**src/pkg/psr_cfg.svh**
```systemverilog
`ifndef PSR_CFG_SVH
`define PSR_CFG_SVH
// register offsets (byte addresses, one word each)
`define PSR_OFS_CTRL      8'h00
`define PSR_OFS_STAT      8'h04
`define PSR_OFS_RXDATA    8'h08
`define PSR_OFS_IRQSRC    8'h0C
`define PSR_OFS_IRQMASK   8'h10
// control fields
`define PSR_CTRL_ON       0
`define PSR_CTRL_DIR      1
`define PSR_CTRL_IDLE_CLK 2
`define PSR_CTRL_IDLE_DAT 3
`define PSR_CTRL_RST      4'h0
// status fields
`define PSR_STAT_RDY      0
`define PSR_STAT_PERR     1
`define PSR_STAT_FERR     2
`define PSR_STAT_BUSY     3
// irq source fields
`define PSR_IRQ_RDY       0
`define PSR_IRQ_ERR       1
`define PSR_IRQ_W         2
`define PSR_IRQMASK_RST   2'h3
// timing
`define PSR_CLK_PERIOD_PS 5000
`define PSR_FLOAT_MAX_NS  100
`define PSR_RDY_MAX_NS    1600
`define PSR_CLR_MAX_NS    100
// longest frame: start to parity 2.002 ms, plus one 302 us period
`define PSR_FRAME_MAX_US  2304
`define PSR_FRAME_BITS    11
`endif

```
**src/pkg/psr_pkg.sv**
```systemverilog
package psr_pkg;
  typedef enum logic [1:0] {
    PSR_IDLE = 2'b00,
    PSR_RECV = 2'b01,
    PSR_HOLD = 2'b10
  } psr_state_t;
  typedef logic [7:0] psr_byte_t;
endpackage : psr_pkg

```
**src/rtl/psr_sync.sv**
```systemverilog
`timescale 1ns/1ps
`default_nettype none
module psr_sync (
  input  wire logic CLK,
  input  wire logic RESET_N,
  input  wire logic D,
  output logic      Q
);
  logic meta;
  always_ff @(posedge CLK or negedge RESET_N) begin
    if (!RESET_N) begin
      meta <= 1'b1;
      Q    <= 1'b1;
    end else begin
      meta <= D;
      Q    <= meta;
    end
  end
endmodule : psr_sync
`default_nettype wire

```
**src/rtl/psr_shift.sv**
```systemverilog
`timescale 1ns/1ps
`default_nettype none
// collects the eleven frame bits, lsb first
module psr_shift
  import psr_pkg::*;
(
  input  wire logic        CLK,
  input  wire logic        RESET_N,
  input  wire logic        CLEAR,
  input  wire logic        SAMPLE,
  input  wire logic        BIT_IN,
  output logic [10:0]      FRAME,
  output logic [3:0]       COUNT
);
  always_ff @(posedge CLK or negedge RESET_N) begin
    if (!RESET_N) begin
      FRAME <= 11'h000;
      COUNT <= 4'h0;
    end else if (CLEAR) begin
      FRAME <= 11'h000;
      COUNT <= 4'h0;
    end else if (SAMPLE) begin
      FRAME <= {BIT_IN, FRAME[10:1]};
      COUNT <= COUNT + 4'h1;
    end
  end
endmodule : psr_shift
`default_nettype wire

```
**src/rtl/psr_rx.sv**
```systemverilog
// Behaviour
// - enabled receive floats both lines quickly
// - data sampled on falling link clock
// - eleven edges; start first, parity tenth
// - ready flag within 1.6 us
// - read of data clears ready quickly
// - read of data releases clock line
// - disabled channel drives idle levels
// - ready raises interrupt request
// - interrupt held until source read
//
// The strobed register port and the placing of the registers were left to the implementer.
`include "psr_cfg.svh"
`timescale 1ns/1ps
`default_nettype none
module psr_rx
  import psr_pkg::*;
#(
  parameter int FRAME_TMO_CYC = (`PSR_FRAME_MAX_US * 1000000) / `PSR_CLK_PERIOD_PS
)(
  input  wire logic        CLK,
  input  wire logic        RESET_N,
  input  wire logic [7:0]  ADDR,
  input  wire logic [31:0] WDATA,
  input  wire logic        WR,
  input  wire logic        RD,
  output logic [31:0]      RDATA,
  output logic             IRQ,
  input  wire logic        LINK_CLK_I,
  output logic             LINK_CLK_O,
  output logic             LINK_CLK_OE,
  input  wire logic        LINK_DAT_I,
  output logic             LINK_DAT_O,
  output logic             LINK_DAT_OE
);
  localparam int RDY_CYC   = (`PSR_RDY_MAX_NS * 1000) / `PSR_CLK_PERIOD_PS;
  localparam int FLOAT_CYC = (`PSR_FLOAT_MAX_NS * 1000) / `PSR_CLK_PERIOD_PS;

  function automatic logic hit(input logic [7:0] a, input logic [7:0] ofs);
    hit = (a == ofs);
  endfunction : hit

  logic [3:0]          ctrl;
  logic [1:0]          irq_mask;
  logic [1:0]          irq_src;
  psr_byte_t           rx_byte;
  logic                rdy;
  logic                perr;
  logic                ferr;
  psr_state_t          state;
  logic                clk_s;
  logic                dat_s;
  logic                clk_d;
  logic                fall;
  logic [10:0]         frame;
  logic [3:0]          count;
  logic                shift_clr;
  logic [23:0]         tmo;
  logic                timeout;
  logic                frame_done;
  logic                rd_data;
  logic                rd_src;
  logic                chan_on;
  logic                rx_dir;

  assign chan_on = ctrl[`PSR_CTRL_ON];
  assign rx_dir  = ~ctrl[`PSR_CTRL_DIR];
  assign rd_data = RD && hit(ADDR, `PSR_OFS_RXDATA);
  assign rd_src  = RD && hit(ADDR, `PSR_OFS_IRQSRC);

  psr_sync u_sync_clk (
    .CLK     (CLK),
    .RESET_N (RESET_N),
    .D       (LINK_CLK_I),
    .Q       (clk_s)
  );

  psr_sync u_sync_dat (
    .CLK     (CLK),
    .RESET_N (RESET_N),
    .D       (LINK_DAT_I),
    .Q       (dat_s)
  );

  always_ff @(posedge CLK or negedge RESET_N) begin
    if (!RESET_N) begin
      clk_d <= 1'b1;
    end else begin
      clk_d <= clk_s;
    end
  end

  // edges count in idle and receive, not in hold; held clock low is our own drive
  assign fall = clk_d && !clk_s && (state != PSR_HOLD);

  psr_shift u_shift (
    .CLK     (CLK),
    .RESET_N (RESET_N),
    .CLEAR   (shift_clr),
    .SAMPLE  (fall),
    .BIT_IN  (dat_s),
    .FRAME   (frame),
    .COUNT   (count)
  );

  assign frame_done = fall && (count == 4'(`PSR_FRAME_BITS - 1));
  assign timeout    = (state == PSR_RECV) && (tmo == 24'(FRAME_TMO_CYC));
  assign shift_clr  = !chan_on || !rx_dir || timeout || (state == PSR_HOLD);

  always_ff @(posedge CLK or negedge RESET_N) begin
    if (!RESET_N) begin
      ctrl     <= `PSR_CTRL_RST;
      irq_mask <= `PSR_IRQMASK_RST;
    end else if (WR) begin
      if (hit(ADDR, `PSR_OFS_CTRL)) begin
        ctrl <= WDATA[3:0];
      end
      if (hit(ADDR, `PSR_OFS_IRQMASK)) begin
        irq_mask <= WDATA[1:0];
      end
    end
  end

  // frame state: idle -> receive on start edge -> hold until read
  always_ff @(posedge CLK or negedge RESET_N) begin
    if (!RESET_N) begin
      state <= PSR_IDLE;
      tmo   <= 24'h00_0000;
    end else if (!chan_on || !rx_dir) begin
      state <= PSR_IDLE;
      tmo   <= 24'h00_0000;
    end else begin
      unique case (state)
        PSR_IDLE: begin
          tmo <= 24'h00_0000;
          if (fall) begin
            state <= PSR_RECV;
          end
        end
        PSR_RECV: begin
          tmo <= tmo + 24'h00_0001;
          if (frame_done) begin
            state <= PSR_HOLD;
          end else if (timeout) begin
            // a stalled peripheral must not lock the channel forever
            state <= PSR_IDLE;
          end
        end
        PSR_HOLD: begin
          tmo <= 24'h00_0000;
          if (rd_data) begin
            state <= PSR_IDLE;
          end
        end
      endcase
    end
  end

  // data latched one cycle after the eleventh edge, well inside 1.6 us
  always_ff @(posedge CLK or negedge RESET_N) begin
    if (!RESET_N) begin
      rx_byte <= 8'h00;
      rdy     <= 1'b0;
      perr    <= 1'b0;
      ferr    <= 1'b0;
    end else if (frame_done) begin
      // ten bits shifted so far: start in frame[1], parity in frame[10]
      rx_byte <= frame[9:2];
      rdy     <= 1'b1;
      perr    <= ~(^frame[10:2]);
      ferr    <= frame[1] || !dat_s;
    end else if (rd_data || !chan_on) begin
      rdy     <= 1'b0;
    end
  end

  // set wins over a clearing read in the same cycle
  always_ff @(posedge CLK or negedge RESET_N) begin
    if (!RESET_N) begin
      irq_src <= 2'h0;
    end else begin
      irq_src[`PSR_IRQ_RDY] <= frame_done || (irq_src[`PSR_IRQ_RDY] && !rd_src);
      irq_src[`PSR_IRQ_ERR] <= timeout || (irq_src[`PSR_IRQ_ERR] && !rd_src);
    end
  end

  always_ff @(posedge CLK or negedge RESET_N) begin
    if (!RESET_N) begin
      IRQ <= 1'b0;
    end else begin
      IRQ <= |(irq_src & irq_mask);
    end
  end

  // pins registered: float or idle levels appear one cycle after the write
  always_ff @(posedge CLK or negedge RESET_N) begin
    if (!RESET_N) begin
      LINK_CLK_O  <= 1'b0;
      LINK_CLK_OE <= 1'b0;
      LINK_DAT_O  <= 1'b0;
      LINK_DAT_OE <= 1'b0;
    end else if (!chan_on) begin
      LINK_CLK_O  <= ctrl[`PSR_CTRL_IDLE_CLK];
      LINK_CLK_OE <= 1'b1;
      LINK_DAT_O  <= ctrl[`PSR_CTRL_IDLE_DAT];
      LINK_DAT_OE <= 1'b1;
    end else if (rx_dir) begin
      LINK_CLK_O  <= 1'b0;
      LINK_CLK_OE <= (state == PSR_HOLD) && !rd_data;
      LINK_DAT_O  <= 1'b0;
      LINK_DAT_OE <= 1'b0;
    end else begin
      // transmit direction is not served here; keep the link inhibited
      LINK_CLK_O  <= 1'b0;
      LINK_CLK_OE <= 1'b1;
      LINK_DAT_O  <= 1'b0;
      LINK_DAT_OE <= 1'b0;
    end
  end

  always_ff @(posedge CLK or negedge RESET_N) begin
    if (!RESET_N) begin
      RDATA <= 32'h0000_0000;
    end else if (RD) begin
      if (hit(ADDR, `PSR_OFS_CTRL)) begin
        RDATA <= {28'h000_0000, ctrl};
      end else if (hit(ADDR, `PSR_OFS_STAT)) begin
        RDATA <= {28'h000_0000, state != PSR_IDLE, ferr, perr, rdy};
      end else if (hit(ADDR, `PSR_OFS_RXDATA)) begin
        RDATA <= {24'h00_0000, rx_byte};
      end else if (hit(ADDR, `PSR_OFS_IRQSRC)) begin
        RDATA <= {30'h0000_0000, irq_src};
      end else if (hit(ADDR, `PSR_OFS_IRQMASK)) begin
        RDATA <= {30'h0000_0000, irq_mask};
      end else begin
        RDATA <= 32'h0000_0000;
      end
    end else begin
      RDATA <= 32'h0000_0000;
    end
  end

  // unused constants kept for reference of limits
  logic unused_ok;
  assign unused_ok = (RDY_CYC > 1) && (FLOAT_CYC > 1);
endmodule : psr_rx
`default_nettype wire

```
**config.mk**
```make
export PLATFORM = sky130hd
export DESIGN_NAME = psr_rx
export DESIGN_NICKNAME = d
export VERILOG_FILES = /design/src/pkg/psr_pkg.sv /design/src/rtl/psr_sync.sv /design/src/rtl/psr_shift.sv /design/src/rtl/psr_rx.sv
export VERILOG_INCLUDE_DIRS = /design/src /design/src/pkg
export SDC_FILE = /design/constraint.sdc
export NUM_CORES = 1
export LEC_CHECK = 0
export BUFFER_PORTS_ARGS = -buffer_cell sky130_fd_sc_hd__buf_2
export CAP_MARGIN = 0
export CORE_MARGIN = 5
export CORE_UTILIZATION = 49
export DETAILED_ROUTE_END_ITERATION = 7
export PLACE_DENSITY = 0.76
export SYNTH_ARGS = -nofsm -noshare
export SYNTH_HDL_FRONTEND = slang
export SYNTH_SLANG_ARGS = --single-unit
export TNS_END_PERCENT = 10
```
**constraint.sdc**
```tcl
create_clock -name CLK -period 2 [get_ports CLK]
set_input_delay 0.5 -clock CLK [delete_from_list [all_inputs] [get_ports CLK]]
set_output_delay 0.5 -clock CLK [all_outputs]
set_load 0.01 [all_outputs]
```
==> flow_summary.yaml, run 1 <==
clock_network:
  root_buffer: "clkbuf_8"
  clock-sinks: 77
  cts_buffers: 9
  cts_tree: "done"
  h-tree-depth: 3
  cts.clk_slew.worst_paths_ps: 80
  post_cts_buffers: 0
  cts-resized-gates: 0
  cts_hold_buf: 0
  clk-insertion-delay-late_ps: 340
  cts.path.max_buffers: 2
sta:
  hold_viol_final: 0
  setup_violations: 0
  slew_headroom_pct: 60.0
  min_period_ps: 1940
  finalWorstSetupSlack_ps: 63.2
  clock_skew_ps: 9.47
  tightest_slew_ps: 600
  whs_ps: 156
  setup_tns_ps: 0
  max_freq_mhz: 516
  timing.final.max_slew_violations: 0
  min_period_over_period_pct: 96.8
yosys:
  synthesis.area_um2: 3880
  yosysSeqAreaShare_pct: 49.9
  synth_top_area_share_pct: 45.2
  synthArstFlopShare_pct: 100
  synth_commonest_cells: "dfrtp_1 (70), nand2_1 (40), buf_4 (24), nor2_1 (24), a21oi_1 (19)"
  yosys_register_bits: 77
  ys.flop_type: "dfrtp_1"
  yosys_warnings: 0
  synth_largest_area_cell: "dfrtp_1"
  synth_edf_count: 0
  synth.most_common_cell: "dfrtp_1"
  avgSynthCellArea_um2: 10.4
  synthCells: 371
  yosys.cell_types.count: 62
  synth_area_leaders: "dfrtp_1 (45%), dfstp_2 (4.7%), buf_4 (4.6%)"
die:
  num_io_pins: 83
  start_util_pct: 50.2
  die_area_um2: 9790
  dieHeight_um: 98.9
  core_area_um2: 7730
  chipWidth_um: 98.9
  num_rows: 32
placement:
  pre_cts_slack_ps: -200
  hpwl_mm: 5.68
  numPortBuffers: 30
  gp_congestion: 0.894
global_routing:
  grt_pass1_vias: 2883
  grt_pass1_wl_mm: 13.3
  track_usage_pct: 16.9
  antenna_found_initial: 0
  grt_max_degree: 48
  gr-total-overflow: 0
detailed_routing:
  drt_first_pass_iters: 4
  drc: 0
  detail_route.vias_per_cell: 5.43
  wire_per_inst_um: 15.1
  ant_nets: 0
  drt_iter0_drc: 182
  finalWirelength_mm: 7.98
  dr_total_vias: 2863
setup_path:
  arrival_ps: 2170
  cp_slowest_cell: "dfrtp_1"
  cp_max_fo: 15
  crit_chain: "inv_1 > ha_1 > nor4bb_1 > nand2_1 > buf_4 > mux2_2"
  cpPeakStageDelay_ps: 440
  criticalPathCategory: "flop to flop"
  cp-end-kind: "flop"
  crit_family: "simple AND/OR/NAND/NOR gates"
  crit_buf_inv: 2
  start_kind: "flop"
  crit_required_ps: 2230
cells_and_area:
  fin_util_pct: 57.5
  syn2layout_area_growth_pct: 14.7
  drive_above_1_share_pct: 25.4
  nNetsFinal: 472
  antenna_cells: 0
  nFillCells: 632
power_and_ir_drop:
  power.internal_mw: 2.63
  p_sw_share_pct: 20.9
  powerDensity_nw_per_um2: 747
  irDropWorstVdd_mv: 0.368
  p_seq_share_pct: 48.0
  fin_total_pwr_mw: 3.32
  p_leak_nw: 1.96
  p_sw_mw: 0.695
  pwr-share-comb_pct: 5.0
  clkPwrFrac_pct: 47.0
min_path:
  hold_path_class: "primary input to asynchronous set/reset pin"
run:
  drv_cap: 0
status:
  status: "complete, no violations"
-- cell families after synthesis --
| group | after synthesis | synth area share, % |
|---|---|---|
| muxes | 22 | 6.13 |
| AOI/OAI and AO/OA | 54 | 8.42 |
| buffers and inverters | 44 | 7.07 |
| other | 1 | 0.0967 |
| and+or+nand+nor | 147 | 21.5 |
| adders and majority gates | 6 | 1.94 |
| xor gates and xnor gates | 20 | 4.87 |
| DFF | 77 | 49.9 |
-- through the flow --
step,instances,instance area (um2)
final,527,4450
after global routing,527,4450
after CTS,527,4430
after detailed placement,511,4160
after global placement,511,4160
after floorplan,394,3960
-- layer usage --
metal | vias up | GRT usage, % | wire length, um
met1 | 1394 | 21.1 | 3470
met4 | 0 | 6.83 | 144
met5 | - | 0 | 0
met2 | 97 | 28.2 | 3860
met3 | 13 | 3.89 | 509
li1 | 1359 | - | -
-- power by group through the flow --
stage          Sequential [mW]  Combinational, mW  Clock (mW)
3_3_place_gp              1.62              0.160           0
5_1_grt                   1.60              0.185        1.64
3_5_place_dp              1.62              0.165           0
4_1_cts                   1.59              0.166        1.58
6_report                  1.59              0.165        1.56
2_1_floorplan             1.63              0.113           0
-- registers in the layout (all words and copies together), names as in the netlist, 2 cells and up --
name / count
u_shift.FRAME: 10
tmo: 24
irq_src: 2
state: 2
ctrl: 4
irq_mask: 2
u_shift.COUNT: 4
RDATA: 8
rx_byte: 8
-- final timing paths --
kind | slack, ps | start | endpoint | cells after the start
min reg2reg | 360 | u_sync_clk.meta$_DFF_PN1_ | u_sync_clk.Q$_DFF_PN1_ | 0
max | 60 | state[0]$_DFFE_PN0P_ | rx_byte[6]$_DFFE_PN0P_ | 6
min | 160 | RESET_N | u_shift.COUNT[0]$_DFFE_PN0P_ | 1
max in group asynchronous | 1250 | RESET_N | tmo[23]$_DFF_PN0_ | 2
max reg2reg | 60 | state[0]$_DFFE_PN0P_ | rx_byte[6]$_DFFE_PN0P_ | 6
min in group CLK | 250 | LINK_DAT_I | u_sync_dat.meta$_DFF_PN1_ | 1
-- layout by cell type, fill, tap and decap left out, drive strengths merged, types with 2 or more instances in the layout --
master / Yosys / layout
dfstp: 7 / 7
a21boi: 2 / 2
nor4b: 4 / 4
bufinv: 0 / 4
and4: 2 / 2
mux2: 14 / 14
nor3: 5 / 5
or3: 6 / 6
clkbuf: 10 / 10
o31ai: 3 / 3
o21ai: 14 / 14
ha: 6 / 6
xnor2: 10 / 10
dfrtp: 70 / 70
nand3b: 2 / 2
nor2: 25 / 25
nand2b: 3 / 3
o211ai: 4 / 4
clkinv: 0 / 2
or4b: 2 / 2
or4: 4 / 4
o22ai: 2 / 2
nand3: 10 / 10
o22a: 2 / 2
mux2i: 8 / 8
buf: 26 / 51
conb: 1 / 24
xor2: 9 / 9
a21oi: 19 / 19
nor4: 6 / 6
inv: 8 / 8
a2111oi: 2 / 2
and2: 7 / 7
nand2: 40 / 40
nor2b: 4 / 4
nand4: 11 / 11
or2: 6 / 6
and3: 5 / 5
-- cell type report --
class                   count  area [um2]  share of cell area, %
clock buffers              10         138                   3.10
clock inverters             6         134                   3.01
inverters                   8        30.0                  0.675
multi-input cells         273        1770                   39.8
flip-flops and latches     77        1940                   43.5
well taps                 102         128                   2.87
repair buffers             51         310                   6.98
Note: power is estimated with default switching activity, not from simulation.
==> run 2, diff against run 1 <==
Settings changed: CELL_PAD_IN_SITES_DETAIL_PLACEMENT from default to 0, CELL_PAD_IN_SITES_GLOBAL_PLACEMENT from default to 2, CORE_UTILIZATION 49 to 32, CTS_BUF_LIST from default to sky130_fd_sc_hd__clkbuf_4 sky130_fd_sc_hd__clkbuf_8, GPL_TIMING_DRIVEN from default to 0, PLACE_DENSITY 0.76 to default, PLACE_DENSITY_LB_ADDON from default to 0.1.
==> flow_summary.yaml, run 2 (synthesized netlist as in run 1, its figures left out) <==
clock_network:
  cts.clk_slew.worst_paths_ps: 80
  clock-sinks: 77
  cts_buffers: 9
  cts_hold_buf: 0
  cts_tree: "done"
  cts.path.max_buffers: 2
  h-tree-depth: 3
  clk-insertion-delay-late_ps: 360
  root_buffer: "clkbuf_8"
power_and_ir_drop:
  pwr-share-comb_pct: 6.4
  p_sw_share_pct: 23.2
  fin_total_pwr_mw: 3.13
  power.internal_mw: 2.40
  clkPwrFrac_pct: 42.6
  powerDensity_nw_per_um2: 679
  irDropWorstVdd_mv: 0.294
  p_seq_share_pct: 51.1
  p_leak_nw: 2.02
  p_sw_mw: 0.727
sta:
  timing.final.max_slew_violations: 0
  whs_ps: 96.7
  clock_skew_ps: 15.6
  slew_headroom_pct: 54.7
  max_freq_mhz: 519
  min_period_over_period_pct: 96.3
  setup_violations: 0
  min_period_ps: 1930
  hold_viol_final: 0
  setup_tns_ps: 0
  rsz0062_at_grt: "no"
  tightest_slew_ps: 675
cells_and_area:
  registers.top_by_ff_count: "tmo"
  antenna_cells: 0
  layout_common_cells: "dfrtp_1 (70), nand2_1 (39), buf_4 (29)"
  finalInstanceArea_um2: 4600
  reg_top3: "tmo: 24 flops, u_shift.FRAME: 10 flops"
  drive_above_1_share_pct: 27.8
  fin_util_pct: 38.5
  layout_commonest_cell: "dfrtp_1"
  syn2layout_area_growth_pct: 18.7
  nNetsFinal: 490
  largest_register_ffs: 24
global_routing:
  grt_pass1_wl_mm: 14.7
  grt_max_degree: 43
  antenna_found_initial: 0
  grt_pass1_vias: 2894
  gr-total-overflow: 0
  track_usage_pct: 12.9
setup_path:
  arrival_ps: 2210
  criticalPathCategory: "flop to flop"
  cp-end-kind: "flop"
  crit_required_ps: 2290
  reg2reg_to: "tmo[22]$_DFF_PN0_"
  start_kind: "flop"
  reg2regPathDepth: 5
  r2r-start: "tmo[0]$_DFF_PN0_"
  ff2ff_setup_slack_ps: 70
  cp_max_fo: 6
die:
  num_io_pins: 83
  core_area_um2: 12000
  die_area_um2: 14400
  chipWidth_um: 120
  dieHeight_um: 120
  start_util_pct: 32.4
  num_rows: 40
detailed_routing:
  ant_nets: 0
  wire_per_inst_um: 14.7
  drt_first_pass_iters: 4
  drc: 0
  drt_iter0_drc: 137
  dr_total_vias: 2819
  detail_route.vias_per_cell: 4.78
  finalWirelength_mm: 8.69
placement:
  numPortBuffers: 28
  place_area_um2: 4310
  hpwl_mm: 6.16
  gp_congestion: 0.773
run:
  drv_cap: 0
min_path:
  hold_path_class: "primary input to asynchronous set/reset pin"
status:
  status: "complete, no violations"
## run 2: cell type report
type,count,area (um2)
plain buffers,36,251
repair buffers,33,190
well taps,147,184
inverters,8,30.0
fillers,1210,7360
flip-flops and latches,77,1940
clock buffers,11,139
clock inverters,5,82.6
multi-input cells,273,1790
## run 2: repair_timing
item	in CTS	in global routing
resized for setup	6	8
setup buffers	2	1
pin swaps	2	1
endpoints found under the setup margin	23	32
endpoints found under the hold margin	0	0
gates cloned	0	1
## run 2: worst max-delay path, stage by stage, from the launching register on
cell,delay (ps)
dfrtp_1,440
ha_4,190
nand4_4,140
or4_4,580
or3_1,360
a21oi_1,140
## run 2: through the flow
step                instances  setup slack (ps)
finish                    590              74.8
global placement          569              -487
detailed placement        570              -499
global route              590             0.249
CTS                       588              3.58
floorplan                 394              20.6
## run 2: power groups by stage
stage               registers, mW  logic [mW]  clock network [mW]
finish                       1.60       0.199                1.33
global placement             1.63       0.191                   0
CTS                          1.60       0.200                1.39
detailed placement           1.63       0.197                   0
global route                 1.60       0.227                1.45
floorplan                    1.63       0.113                   0
## run 2: how the worst max path moves through the flow
stage / startpoint / to / slack (ps) / cells past startpoint
2_1_floorplan: ADDR[0] / RDATA[0]$_DFF_PN0_ / 20 / 4
3_3_place_gp: state[0]$_DFFE_PN0P_ / rx_byte[6]$_DFFE_PN0P_ / -490 / 6
3_5_place_dp: state[0]$_DFFE_PN0P_ / rx_byte[5]$_DFFE_PN0P_ / -500 / 6
4_1_cts: tmo[0]$_DFF_PN0_ / tmo[16]$_DFF_PN0_ / 4 / 5
5_1_grt: tmo[9]$_DFF_PN0_ / tmo[15]$_DFF_PN0_ / 0.2 / 5
6_report: tmo[0]$_DFF_PN0_ / tmo[22]$_DFF_PN0_ / 70 / 5
## run 2: routing by layer
metal  up-vias  track usage (%)  wire length [um]  part of all wire [%]
li1       1390                -                 -                     -
met5         -                0                 0                     0
met4         0             6.01               181                   2.1
met1      1354             17.8              4280                    49
met3        12             3.02               350                   4.0
met2        63             19.2              3880                    45
